===== src/hw/fpd_pkg.sv =====
// package: register map, field layout, reset values and codes of the
// first path detector register group.
// assumes: 32-bit axi4-lite access, one aligned word per register.
package fpd_pkg;
  localparam int          ADDR_W       = 16;
  // printed offsets are word indices, byte address is four times that
  localparam int          IDX_THRESH   = 'h0000;
  localparam int          IDX_CFG1     = 'h0806;
  localparam int          IDX_PPINDX   = 'h1000;
  localparam int          IDX_PPAMPL   = 'h1002;
  localparam int          IDX_RXANTD   = 'h1804;
  localparam int          IDX_CFG2     = 'h1806;
  localparam int          IDX_REPC     = 'h2804;
  localparam logic [15:0] A_THRESH     = 16'(IDX_THRESH * 4);
  localparam logic [15:0] A_CFG1       = 16'(IDX_CFG1 * 4);
  localparam logic [15:0] A_PPINDX     = 16'(IDX_PPINDX * 4);
  localparam logic [15:0] A_PPAMPL     = 16'(IDX_PPAMPL * 4);
  localparam logic [15:0] A_RXANTD     = 16'(IDX_RXANTD * 4);
  localparam logic [15:0] A_CFG2       = 16'(IDX_CFG2 * 4);
  localparam logic [15:0] A_REPC       = 16'(IDX_REPC * 4);
  // detect_multipliers fields
  localparam int          NTM_LSB      = 0;
  localparam int          NTM_W        = 5;
  localparam int          PEAK_NOISE_MULTIPLIER_LSB    = 5;
  localparam int          PEAK_NOISE_MULTIPLIER_W      = 3;
  localparam logic [7:0]  CFG1_RST     = 8'h6c;
  localparam logic [15:0] RXANTD_RST   = 16'h0000;
  localparam logic [15:0] CFG2_RST     = 16'h0000;
  localparam logic [15:0] REPC_RST     = 16'h0000;
  localparam logic [15:0] STAT_RST     = 16'h0000;
  localparam logic [1:0]  RESP_OKAY    = 2'b00;
  localparam logic [1:0]  RESP_DECERR  = 2'b11;
  // register selector, one code per mapped word
  typedef enum logic [2:0] {
    FPD_SEL_NONE   = 3'd0,
    FPD_SEL_THRESH = 3'd1,
    FPD_SEL_CFG1   = 3'd2,
    FPD_SEL_PPINDX = 3'd3,
    FPD_SEL_PPAMPL = 3'd4,
    FPD_SEL_RXANTD = 3'd5,
    FPD_SEL_CFG2   = 3'd6,
    FPD_SEL_REPC   = 3'd7
  } fpd_sel_t;
  typedef enum logic [3:0] {
    FPD_IDLE   = 4'b0001,
    FPD_CALC   = 4'b0010,
    FPD_SCAN   = 4'b0100,
    FPD_FINISH = 4'b1000
  } fpd_state_t;
endpackage : fpd_pkg


===== src/hw/fpd_peak_tracker.sv =====
// peak tracker: keeps the largest magnitude seen and its position.
// assumes: clear pulse before the first sample of a run, same clock.
`timescale 1ns/10ps
module fpd_peak_tracker #(
  parameter int MAG_W = 16,
  parameter int IDX_W = 16
) (
  input  wire logic             aclk,
  input  wire logic             aresetn,
  input  wire logic             clear,
  input  wire logic             sample_valid,
  input  wire logic [MAG_W-1:0] sample_mag,
  input  wire logic [IDX_W-1:0] sample_idx,
  output logic      [MAG_W-1:0] peak_mag,
  output logic      [IDX_W-1:0] peak_idx
);
  // strict greater-than: ties keep the earliest position
  always_ff @(posedge aclk) begin
    if (!aresetn || clear) begin
      peak_mag <= '0;
      peak_idx <= '0;
    end else if (sample_valid && sample_mag > peak_mag) begin
      peak_mag <= sample_mag;
      peak_idx <= sample_idx;
    end
  end
endmodule : fpd_peak_tracker


===== src/hw/fpd_threshold_calc.sv =====
// threshold calculator: noise and peak multipliers, replica raise.
// assumes: inputs stable in the cycle load is high; result one cycle later.
`timescale 1ns/10ps
module fpd_threshold_calc (
  input  wire logic        aclk,
  input  wire logic        aresetn,
  input  wire logic        load,
  input  wire logic [15:0] noise_level,
  input  wire logic [15:0] peak_noise,
  input  wire logic [4:0]  noise_mult,
  input  wire logic [2:0]  peak_mult,
  input  wire logic [15:0] replica_coef,
  input  wire logic [7:0]  clock_offset,
  input  wire logic [15:0] floor_value,
  output logic      [15:0] threshold
);
  logic [20:0] noise_thr;
  logic [18:0] peak_thr;
  logic [20:0] base;
  logic [31:0] rep_prod;
  logic [23:0] raise;
  logic [21:0] total;
  always_comb begin
    noise_thr = 21'(noise_level) * 21'(noise_mult);
    // peak factor is half the field value, product kept at full width
    peak_thr  = (19'(peak_noise) * 19'(peak_mult)) >> 1;
    base      = (noise_thr > 21'(peak_thr)) ? noise_thr : 21'(peak_thr);
    rep_prod  = 32'(base[15:0]) * 32'(replica_coef);
    raise     = 24'(rep_prod[31:16]) * 24'(clock_offset);
    total     = 22'(base) + 22'(raise[23:8]);
  end
  // saturate so a huge noise estimate cannot wrap to a low threshold
  always_ff @(posedge aclk) begin
    if (!aresetn) begin
      threshold <= '0;
    end else if (load) begin
      if (total[21:16] != '0) begin
        threshold <= 16'hffff;
      end else if (total[15:0] < floor_value) begin
        threshold <= floor_value;
      end else begin
        threshold <= total[15:0];
      end
    end
  end
endmodule : fpd_threshold_calc


===== src/hw/fpd_first_path_detector.sv =====
// first path detector register group with axi4-lite slave and analysis run.
// assumes: accumulator samples streamed in order, one per handshake.
`timescale 1ns/10ps
module fpd_first_path_detector #(
  parameter int MAG_W    = 16,
  parameter int IDX_W    = 16,
  parameter int TS_W     = 40,
  parameter int FP_SHIFT = 6
) (
  input  wire logic              aclk,
  input  wire logic              aresetn,
  input  wire logic [15:0]       s_axi_awaddr,
  input  wire logic              s_axi_awvalid,
  output logic                   s_axi_awready,
  input  wire logic [31:0]       s_axi_wdata,
  input  wire logic [3:0]        s_axi_wstrb,
  input  wire logic              s_axi_wvalid,
  output logic                   s_axi_wready,
  output logic [1:0]             s_axi_bresp,
  output logic                   s_axi_bvalid,
  input  wire logic              s_axi_bready,
  input  wire logic [15:0]       s_axi_araddr,
  input  wire logic              s_axi_arvalid,
  output logic                   s_axi_arready,
  output logic [31:0]            s_axi_rdata,
  output logic [1:0]             s_axi_rresp,
  output logic                   s_axi_rvalid,
  input  wire logic              s_axi_rready,
  input  wire logic              run_start,
  input  wire logic [15:0]       noise_level,
  input  wire logic [15:0]       peak_noise,
  input  wire logic [7:0]        clock_offset,
  input  wire logic [TS_W-1:0]   raw_receive_timestamp,
  input  wire logic              sample_valid,
  input  wire logic [MAG_W-1:0]  sample_mag,
  input  wire logic              sample_last,
  output logic                   sample_ready,
  output logic [TS_W-1:0]        adjusted_timestamp,
  output logic [IDX_W-1:0]       first_path_index,
  output logic [MAG_W-1:0]       first_path_amplitude,
  output logic                   run_done
);
  function automatic fpd_pkg::fpd_sel_t reg_sel(input logic [15:0] a);
    case (a)
      fpd_pkg::A_THRESH: reg_sel = fpd_pkg::FPD_SEL_THRESH;
      fpd_pkg::A_CFG1:   reg_sel = fpd_pkg::FPD_SEL_CFG1;
      fpd_pkg::A_PPINDX: reg_sel = fpd_pkg::FPD_SEL_PPINDX;
      fpd_pkg::A_PPAMPL: reg_sel = fpd_pkg::FPD_SEL_PPAMPL;
      fpd_pkg::A_RXANTD: reg_sel = fpd_pkg::FPD_SEL_RXANTD;
      fpd_pkg::A_CFG2:   reg_sel = fpd_pkg::FPD_SEL_CFG2;
      fpd_pkg::A_REPC:   reg_sel = fpd_pkg::FPD_SEL_REPC;
      default:           reg_sel = fpd_pkg::FPD_SEL_NONE;
    endcase
  endfunction : reg_sel
  logic [7:0]          detect_multipliers;
  logic [15:0]         receive_antenna_delay;
  logic [15:0]         detect_tuning_prf;
  logic [15:0]         replica_coefficient;
  logic [15:0]         peak_path_index;
  logic [15:0]         peak_path_amplitude;
  logic [15:0]         used_threshold_report;
  logic [15:0]         aw_addr;
  logic                aw_held;
  logic [31:0]         w_data;
  logic [3:0]          w_strb;
  logic                w_held;
  logic                wr_fire;
  fpd_pkg::fpd_sel_t   wr_sel;
  fpd_pkg::fpd_state_t state;
  fpd_pkg::fpd_state_t next_state;
  logic [IDX_W-1:0]    scan_idx;
  logic                fp_found;
  logic [15:0]         threshold;
  logic [MAG_W-1:0]    trk_mag;
  logic [IDX_W-1:0]    trk_idx;
  logic                sample_fire;
  logic                calc_load;

  // write address and data accepted in either order
  always_ff @(posedge aclk) begin
    if (!aresetn) begin
      aw_held       <= 1'b0;
      aw_addr       <= '0;
      s_axi_awready <= 1'b1;
    end else if (s_axi_awvalid && s_axi_awready) begin
      aw_held       <= 1'b1;
      aw_addr       <= s_axi_awaddr;
      s_axi_awready <= 1'b0;
    end else if (wr_fire) begin
      aw_held       <= 1'b0;
    end else if (!aw_held && !s_axi_bvalid) begin
      s_axi_awready <= 1'b1;
    end
  end

  always_ff @(posedge aclk) begin
    if (!aresetn) begin
      w_held       <= 1'b0;
      w_data       <= '0;
      w_strb       <= '0;
      s_axi_wready <= 1'b1;
    end else if (s_axi_wvalid && s_axi_wready) begin
      w_held       <= 1'b1;
      w_data       <= s_axi_wdata;
      w_strb       <= s_axi_wstrb;
      s_axi_wready <= 1'b0;
    end else if (wr_fire) begin
      w_held       <= 1'b0;
    end else if (!w_held && !s_axi_bvalid) begin
      s_axi_wready <= 1'b1;
    end
  end

  assign wr_fire = aw_held && w_held && !s_axi_bvalid;
  assign wr_sel  = reg_sel(aw_addr);
  always_ff @(posedge aclk) begin
    if (!aresetn) begin
      s_axi_bvalid <= 1'b0;
      s_axi_bresp  <= fpd_pkg::RESP_OKAY;
    end else if (wr_fire) begin
      s_axi_bvalid <= 1'b1;
      s_axi_bresp  <= (wr_sel == fpd_pkg::FPD_SEL_NONE) ? fpd_pkg::RESP_DECERR
                                                        : fpd_pkg::RESP_OKAY;
    end else if (s_axi_bready) begin
      s_axi_bvalid <= 1'b0;
    end
  end

  always_ff @(posedge aclk) begin
    if (!aresetn) begin
      detect_multipliers <= fpd_pkg::CFG1_RST;
    end else if (wr_fire && wr_sel == fpd_pkg::FPD_SEL_CFG1 && w_strb[0]) begin
      detect_multipliers <= w_data[7:0];
    end
  end

  // antenna delay, tuning word and replica coefficient
  always_ff @(posedge aclk) begin
    if (!aresetn) begin
      receive_antenna_delay <= fpd_pkg::RXANTD_RST;
      detect_tuning_prf     <= fpd_pkg::CFG2_RST;
      replica_coefficient   <= fpd_pkg::REPC_RST;
    end else if (wr_fire) begin
      for (int b = 0; b < 2; b++) begin
        if (w_strb[b]) begin
          case (wr_sel)
            fpd_pkg::FPD_SEL_RXANTD: receive_antenna_delay[b*8 +: 8] <= w_data[b*8 +: 8];
            fpd_pkg::FPD_SEL_CFG2:   detect_tuning_prf[b*8 +: 8]     <= w_data[b*8 +: 8];
            fpd_pkg::FPD_SEL_REPC:   replica_coefficient[b*8 +: 8]   <= w_data[b*8 +: 8];
            default: ;
          endcase
        end
      end
    end
  end

  // read path, answer one cycle after the address is taken
  always_ff @(posedge aclk) begin
    if (!aresetn) begin
      s_axi_arready <= 1'b1;
      s_axi_rvalid  <= 1'b0;
      s_axi_rdata   <= '0;
      s_axi_rresp   <= fpd_pkg::RESP_OKAY;
    end else if (s_axi_arvalid && s_axi_arready) begin
      s_axi_arready <= 1'b0;
      s_axi_rvalid  <= 1'b1;
      s_axi_rresp   <= fpd_pkg::RESP_OKAY;
      case (reg_sel(s_axi_araddr))
        fpd_pkg::FPD_SEL_THRESH: s_axi_rdata <= {16'h0000, used_threshold_report};
        fpd_pkg::FPD_SEL_CFG1:   s_axi_rdata <= {24'h00_0000, detect_multipliers};
        fpd_pkg::FPD_SEL_PPINDX: s_axi_rdata <= {16'h0000, peak_path_index};
        fpd_pkg::FPD_SEL_PPAMPL: s_axi_rdata <= {16'h0000, peak_path_amplitude};
        fpd_pkg::FPD_SEL_RXANTD: s_axi_rdata <= {16'h0000, receive_antenna_delay};
        fpd_pkg::FPD_SEL_CFG2:   s_axi_rdata <= {16'h0000, detect_tuning_prf};
        fpd_pkg::FPD_SEL_REPC:   s_axi_rdata <= {16'h0000, replica_coefficient};
        default: begin
          s_axi_rdata <= '0;
          s_axi_rresp <= fpd_pkg::RESP_DECERR;
        end
      endcase
    end else if (s_axi_rvalid && s_axi_rready) begin
      s_axi_rvalid  <= 1'b0;
      s_axi_arready <= 1'b1;
    end
  end

  always_comb begin
    case (state)
      fpd_pkg::FPD_IDLE:   next_state = run_start ? fpd_pkg::FPD_CALC : fpd_pkg::FPD_IDLE;
      fpd_pkg::FPD_CALC:   next_state = fpd_pkg::FPD_SCAN;
      fpd_pkg::FPD_SCAN:   next_state = (sample_fire && sample_last) ? fpd_pkg::FPD_FINISH
                                                                     : fpd_pkg::FPD_SCAN;
      fpd_pkg::FPD_FINISH: next_state = fpd_pkg::FPD_IDLE;
      default:             next_state = fpd_pkg::FPD_IDLE;
    endcase
  end

  always_ff @(posedge aclk) begin
    if (!aresetn) begin
      state        <= fpd_pkg::FPD_IDLE;
      sample_ready <= 1'b0;
    end else begin
      state        <= next_state;
      sample_ready <= (next_state == fpd_pkg::FPD_SCAN);
    end
  end

  assign sample_fire = sample_valid && sample_ready;
  assign calc_load   = (state == fpd_pkg::FPD_IDLE) && run_start;
  fpd_threshold_calc u_thr (
    .aclk         (aclk),
    .aresetn      (aresetn),
    .load         (calc_load),
    .noise_level  (noise_level),
    .peak_noise   (peak_noise),
    .noise_mult   (detect_multipliers[fpd_pkg::NTM_LSB +: fpd_pkg::NTM_W]),
    .peak_mult    (detect_multipliers[fpd_pkg::PEAK_NOISE_MULTIPLIER_LSB +: fpd_pkg::PEAK_NOISE_MULTIPLIER_W]),
    .replica_coef (replica_coefficient),
    .clock_offset (clock_offset),
    .floor_value  (detect_tuning_prf),
    .threshold    (threshold)
  );

  fpd_peak_tracker #(
    .MAG_W (MAG_W),
    .IDX_W (IDX_W)
  ) u_peak (
    .aclk         (aclk),
    .aresetn      (aresetn),
    .clear        (calc_load),
    .sample_valid (sample_fire),
    .sample_mag   (sample_mag),
    .sample_idx   (scan_idx),
    .peak_mag     (trk_mag),
    .peak_idx     (trk_idx)
  );

  // first sample above threshold is the leading edge
  always_ff @(posedge aclk) begin
    if (!aresetn || calc_load) begin
      scan_idx             <= '0;
      fp_found             <= 1'b0;
      first_path_index     <= '0;
      first_path_amplitude <= '0;
    end else if (sample_fire) begin
      scan_idx <= scan_idx + IDX_W'(1);
      if (!fp_found && sample_mag > threshold) begin
        fp_found             <= 1'b1;
        first_path_index     <= scan_idx;
        first_path_amplitude <= sample_mag;
      end
    end
  end

  always_ff @(posedge aclk) begin
    if (!aresetn) begin
      peak_path_index       <= fpd_pkg::STAT_RST;
      peak_path_amplitude   <= fpd_pkg::STAT_RST;
      used_threshold_report <= fpd_pkg::STAT_RST;
    end else if (state == fpd_pkg::FPD_FINISH) begin
      peak_path_index       <= 16'(trk_idx);
      peak_path_amplitude   <= 16'(trk_mag);
      used_threshold_report <= threshold;
    end
  end

  // delay removed, first path offset added
  always_ff @(posedge aclk) begin
    if (!aresetn) begin
      adjusted_timestamp <= '0;
      run_done           <= 1'b0;
    end else begin
      run_done <= (state == fpd_pkg::FPD_FINISH);
      if (state == fpd_pkg::FPD_FINISH) begin
        adjusted_timestamp <= raw_receive_timestamp - TS_W'(receive_antenna_delay)
                              + (TS_W'(first_path_index) << FP_SHIFT);
      end
    end
  end
  property p_cfg1_reset;
    @(posedge aclk) $past(!aresetn) && aresetn |-> detect_multipliers == fpd_pkg::CFG1_RST;
  endproperty
  a_cfg1_reset: assert property (p_cfg1_reset) else $error("multipliers reset wrong");
  property p_cfg1_write;
    @(posedge aclk) disable iff (!aresetn)
    wr_fire && wr_sel == fpd_pkg::FPD_SEL_CFG1 && w_strb[0]
      |=> detect_multipliers == $past(w_data[7:0]);
  endproperty
  a_cfg1_write: assert property (p_cfg1_write) else $error("octet write lost");
  property p_antd_write;
    @(posedge aclk) disable iff (!aresetn)
    wr_fire && wr_sel == fpd_pkg::FPD_SEL_RXANTD && w_strb == 4'hf
      |=> receive_antenna_delay == $past(w_data[15:0]);
  endproperty
  a_antd_write: assert property (p_antd_write) else $error("antenna delay not stored");
  property p_peak_index;
    @(posedge aclk) disable iff (!aresetn)
    state == fpd_pkg::FPD_FINISH |=> peak_path_index == $past(trk_idx) && run_done;
  endproperty
  a_peak_index: assert property (p_peak_index) else $error("peak index not recorded");
  property p_peak_ampl;
    @(posedge aclk) disable iff (!aresetn)
    sample_fire && sample_mag > trk_mag |=> trk_mag == $past(sample_mag);
  endproperty
  a_peak_ampl: assert property (p_peak_ampl) else $error("peak amplitude missed");
  property p_stamp;
    @(posedge aclk) disable iff (!aresetn)
    state == fpd_pkg::FPD_FINISH |=> adjusted_timestamp == $past(raw_receive_timestamp)
      - TS_W'($past(receive_antenna_delay)) + (TS_W'($past(first_path_index)) << FP_SHIFT);
  endproperty
  a_stamp: assert property (p_stamp) else $error("timestamp adjust wrong");
  property p_thr_floor;
    @(posedge aclk) disable iff (!aresetn)
    calc_load |=> threshold >= $past(detect_tuning_prf);
  endproperty
  a_thr_floor: assert property (p_thr_floor) else $error("threshold under floor");
  property p_thr_report;
    @(posedge aclk) disable iff (!aresetn)
    run_done |-> used_threshold_report == threshold;
  endproperty
  a_thr_report: assert property (p_thr_report) else $error("threshold report stale");
  property p_sequence;
    @(posedge aclk) disable iff (!aresetn)
    calc_load |=> state == fpd_pkg::FPD_CALC ##1 state == fpd_pkg::FPD_SCAN && sample_ready;
  endproperty
  a_sequence: assert property (p_sequence) else $error("run sequence broken");
  property p_hold;
    @(posedge aclk) disable iff (!aresetn)
    state != fpd_pkg::FPD_FINISH |=> $stable(peak_path_amplitude) && $stable(peak_path_index);
  endproperty
  a_hold: assert property (p_hold) else $error("status changed mid run");
  property p_cov_run;
    @(posedge aclk) disable iff (!aresetn) fp_found && run_done;
  endproperty
  c_cov_run: cover property (p_cov_run);
  property p_cov_decerr;
    @(posedge aclk) disable iff (!aresetn) s_axi_bvalid && s_axi_bresp == fpd_pkg::RESP_DECERR;
  endproperty
  c_cov_decerr: cover property (p_cov_decerr);
  property p_cov_read;
    @(posedge aclk) disable iff (!aresetn) s_axi_rvalid && s_axi_rready;
  endproperty
  c_cov_read: cover property (p_cov_read);
endmodule : fpd_first_path_detector


===== config.mk =====
export PLATFORM = sky130hd
export DESIGN_NAME = fpd_first_path_detector
export DESIGN_NICKNAME = d
export VERILOG_FILES = /design/src/hw/fpd_pkg.sv /design/src/hw/fpd_peak_tracker.sv /design/src/hw/fpd_threshold_calc.sv /design/src/hw/fpd_first_path_detector.sv
export SDC_FILE = /design/constraint.sdc
export NUM_CORES = 2
export LEC_CHECK = 0
export ABC_AREA = 1
export BUFFER_PORTS_ARGS = -buffer_cell sky130_fd_sc_hd__buf_2
export CORE_MARGIN = 4
export CORE_UTILIZATION = 50
export DETAILED_ROUTE_END_ITERATION = 10
export GPL_TIMING_DRIVEN = 0
export PLACE_DENSITY = 0.71
export REMOVE_ABC_BUFFERS = 1
export SLEW_MARGIN = 20
export SYNTH_ARGS = -nofsm -noshare
export SYNTH_HDL_FRONTEND = slang
export SYNTH_SLANG_ARGS = --single-unit

===== constraint.sdc =====
create_clock -name aclk -period 20.3 [get_ports aclk]
set_clock_uncertainty 0.1 [all_clocks]
set_input_delay 4.06 -clock aclk [delete_from_list [all_inputs] [get_ports aclk]]
set_output_delay 4.06 -clock aclk [all_outputs]
set_load 0.1 [all_outputs]

==> metrics.md <==
| Metric | Value |
|---|---|
| Post-synth EDFFs | `0` |
| Register area | `6130 um2` |
| Buffers & Inverters on Critical Path | `17` |
| Sw Ratio | `0.384` |
| Effective utilization at floorplan | `0.504` |
| Hpwl dp | `71100 um` |
| Post-synthesis adder-cell area fraction | `0.337` |
| Post-DRT Antenna Nets | `0` |
| CTS Hold Buffers Added | `0` |
| Initial DRT Pass Iterations | `6` |
| Crit path arrival time | `20.60 ns` |
| Synth warn | `0` |
| Slew Limit Fails | `0` |
| Port bufs | `254` |
| Placer Congestion | `0.932` |
| Core ar. | `64300 um2` |
| Synth Area in Simple Gates | `0.175` |
| Leading area contributor after synthesis | `fa_1` |
| Pwr Density | `53.7 nW/um2` |
| Layout area overhead | `19.8%` |
| Die footprint | `69100 um2` |
| Average size of a mapped cell | `7.40 um2` |
| Sequential share of the synthesized area | `0.189` |
| Antenna violations before repair | `9` |
| Maximum vdd drop | `0.0634 mV` |
| Vias in the first global route | `28300` |
| GRT Util Overall | `0.258` |
| Setup ws final | `0.0482 ns` |
| Internal | `1290 uW` |
| Max-slew headroom | `0.240` |
| Crit. End Element | `register` |
| CTS root buffer | `clkbuf_16` |
| WP data required | `20.65 ns` |
| Register bit total from synthesis | `306` |
| Slowest stage cell, crit path | `fa_1` |
| Fill cells | `5613` |
| Hold Startpoint | `w_strb[0]` |
| Via count | `30100` |
| Area contributors post-synth | `fa_1 21%, dfxtp_1 19%, ha_1 12%` |
| Worst Hold End | `w_strb[0]` |
| # rows | `93` |
| Crit Reg-Reg Endpoint | `u_thr.threshold[0]` |
| Max Cap Viol | `0` |
| Fin crit period | `20.25 ns` |
| Dominant synthesized flop cell | `dfxtp_1` |
| Clock buffer depth | `3` |
| Critical path class | `input pin to register` |
| Synth cell types | `62` |
| Clock sink count | `306` |
| RSZ-0062 raised after global routing | `true` |
| Dpl cell area | `34400 um2` |
| Largest family of logic cells by synthesized area | `adder cells` |
| H-tree level count | `1` |
| Pleak | `0.0195 uW` |
| Worst slew pin tran | `1.14 ns` |
| Multi-input logic area | `24200 um2` |
| DIE HEIGHT | `263 um` |
| CTS tree | `yes` |
| Path depth of the worst reg2reg path | `94` |
| Crit-path max FO | `8` |
| Top post-synthesis cells by count | `895 x inv_1, 655 x nand2_1, 528 x nor2_1` |
| Reg2Reg Setup Slack | `2.74 ns` |
| Max stage delay on crit path | `0.58 ns` |
| Cell family with most CP delay | `adder cells` |
| Combinational power share | `0.416` |
| Setup WS pre-CTS | `-3.60 ns` |
| Global-route wire length before repair | `147000 um` |
| Portion of total power attributed to sequential cells | `0.298` |
| Pwr Total | `2090 uW` |
| Final setup viols | `0` |
| Crit path top cell by count | `fa_1` |
| Synth Area in Compound Gates | `0.142` |
| Final period util | `0.998` |
| Drt drc | `0` |
| Die W | `263 um` |
| Net switching power | `803 uW` |
| Synth Instances | `4384` |
| Final net count | `5539` |
| Via-to-Cell Ratio | `5.39` |
| Drt initial violations | `2187` |
| R2R Path Start | `detect_multipliers[5]` |
| Crit start category | `input pin` |
| Final setup TNS | `0 ns` |
| Hold Path Stages | `2` |
| Yosys top cell area share | `0.213` |
| Highest clock rate | `49.4 MHz` |
| Final hold viol count | `0` |
| Outcome | `finished clean` |
| Clk slew on worst S/H paths | `0.06 ns` |
| Share of cells above drive strength 1 | `0.184` |
| Grt ovf | `0` |
| Mux cell area share after synthesis | `0` |
| Xor/xnor cell area share of the yosys netlist | `0.0301` |
| Async SR Flop Fraction | `0` |
| Worst skew pair latency | `0.57 ns` |
| # IOs | `289` |
| HP Class | `register to register` |
| Largest net degree at the start of global routing | `112` |
| Mapped Area | `32500 um2` |
| Clock share of power | `0.286` |
| CTS Buf Count | `31` |
| Post-Layout Inst Area | `38900 um2` |
| Hold Slack | `0.359 ns` |
| WL per Instance | `17.1 um` |
| Most frequent cell after synthesis | `inv_1` |
| Routed WL | `95400 um` |
power groups by stage:
| stage | sequential, uW | combinational, uW | clock (uW) |
|---|---|---|---|
| 5_1_grt | 623 | 926 | 629 |
| 4_1_cts | 622 | 680 | 605 |
| 6_report | 622 | 869 | 596 |
| 3_5_place_dp | 635 | 574 | 0 |
| 2_1_floorplan | 643 | 376 | 0 |
| 3_3_place_gp | 635 | 566 | 0 |
cells by family after synthesis:
logic type / count (synthesis)
other: 1
flip-flops: 306
AO/OA/AOI/OAI: 831
buffers and inverters: 1082
XOR/XNOR: 108
adder cells (fa/ha/maj): 666
AND/OR/NAND/NOR: 1390
registers in the layout, summed over array words and instances (netlist names), 2 cells and up:
register,cells
state,4
u_peak.peak_idx,16
used_threshold_report,16
w_strb,2
aw_addr,16
scan_idx,16
first_path_index,16
peak_path_amplitude,16
detect_tuning_prf,16
detect_multipliers,8
u_thr.threshold,16
first_path_amplitude,16
s_axi_rdata,16
u_peak.peak_mag,16
replica_coefficient,16
adjusted_timestamp,40
w_data,16
peak_path_index,16
receive_antenna_delay,16
how the worst max path moves through the flow:
| stage | slack [ns] | cells after the start | from | to |
|---|---|---|---|---|
| 2_1_floorplan | -0.09 | 87 | peak_noise[2] | u_thr.threshold[15] |
| 3_3_place_gp | -3.47 | 88 | peak_noise[2] | u_thr.threshold[15] |
| 3_5_place_dp | -3.60 | 88 | peak_noise[2] | u_thr.threshold[15] |
| 4_1_cts | 0.008 | 91 | noise_level[7] | u_thr.threshold[2] |
| 5_1_grt | -0.49 | 96 | peak_noise[1] | u_thr.threshold[15] |
| 6_report | 0.05 | 95 | peak_noise[2] | u_thr.threshold[0] |
layout make-up:
cell class | instances | share of cell area
clock inverters | 18 | 0.00534
clock buffers | 39 | 0.0217
inverters | 924 | 0.0921
diodes | 4 | 0.000257
repair inverters | 2 | 0.000386
repair buffers | 420 | 0.0723
flip-flops and latches | 306 | 0.158
well taps | 855 | 0.0275
multi-input cells | 3014 | 0.623
layout by cell type, fill, tap and decap left out, drive strengths merged, types with 9 or more instances in the layout:
cell and n:
o21bai 11, or2 16, a21oi 352, ha 321, inv 903, dfxtp 306
conb 16, xor2 75, a211oi 34, nand4 24, nand2 686, nand3 88
o31ai 13, o21ai 314, xnor2 33, nor4 11, o22ai 40, a31oi 14
buf 419, clkinv 28, o41ai 9, nor3 27, fa 345, clkbuf 40
clkinvlp 9, nor2 532
timing repair:
action | CTS | global route
buffers inserted | 49 | 100
pin swaps | 40 | 225
gates cloned | 5 | 0
endpoints found under the setup margin | 16 | 16
gates resized for setup | 180 | 310
worst reg2reg max path, delay by kind of cell (launching register included):
| kind | cells | cell delay [ns] |
|---|---|---|
| buffers and inverters | 16 | 1.71 |
| xor gates and xnor gates | 4 | 0.90 |
| AOI/OAI and AO/OA | 23 | 3.40 |
| DFF | 1 | 0.81 |
| and+or+nand+nor | 33 | 3.29 |
| adders and majority gates | 18 | 7.26 |
stage by stage:
stage | instances | utilization
4_1_cts | 5480 | 0.572
2_1_floorplan | 4241 | -
3_5_place_dp | 5369 | 0.534
5_1_grt | 5579 | 0.604
6_report | 5582 | 0.604
3_3_place_gp | 5350 | 0.531
per-layer routing:
layer	GRT usage	vias up	wire length (um)	part of all wire
li1	-	14300	-	-
met1	0.354	14300	39000	0.41
met2	0.415	1212	43800	0.46
met3	0.0574	228	9250	0.097
met4	0.0688	10	3280	0.034
met5	0	-	62	0.00065
Power figures use the tool's default switching activity.
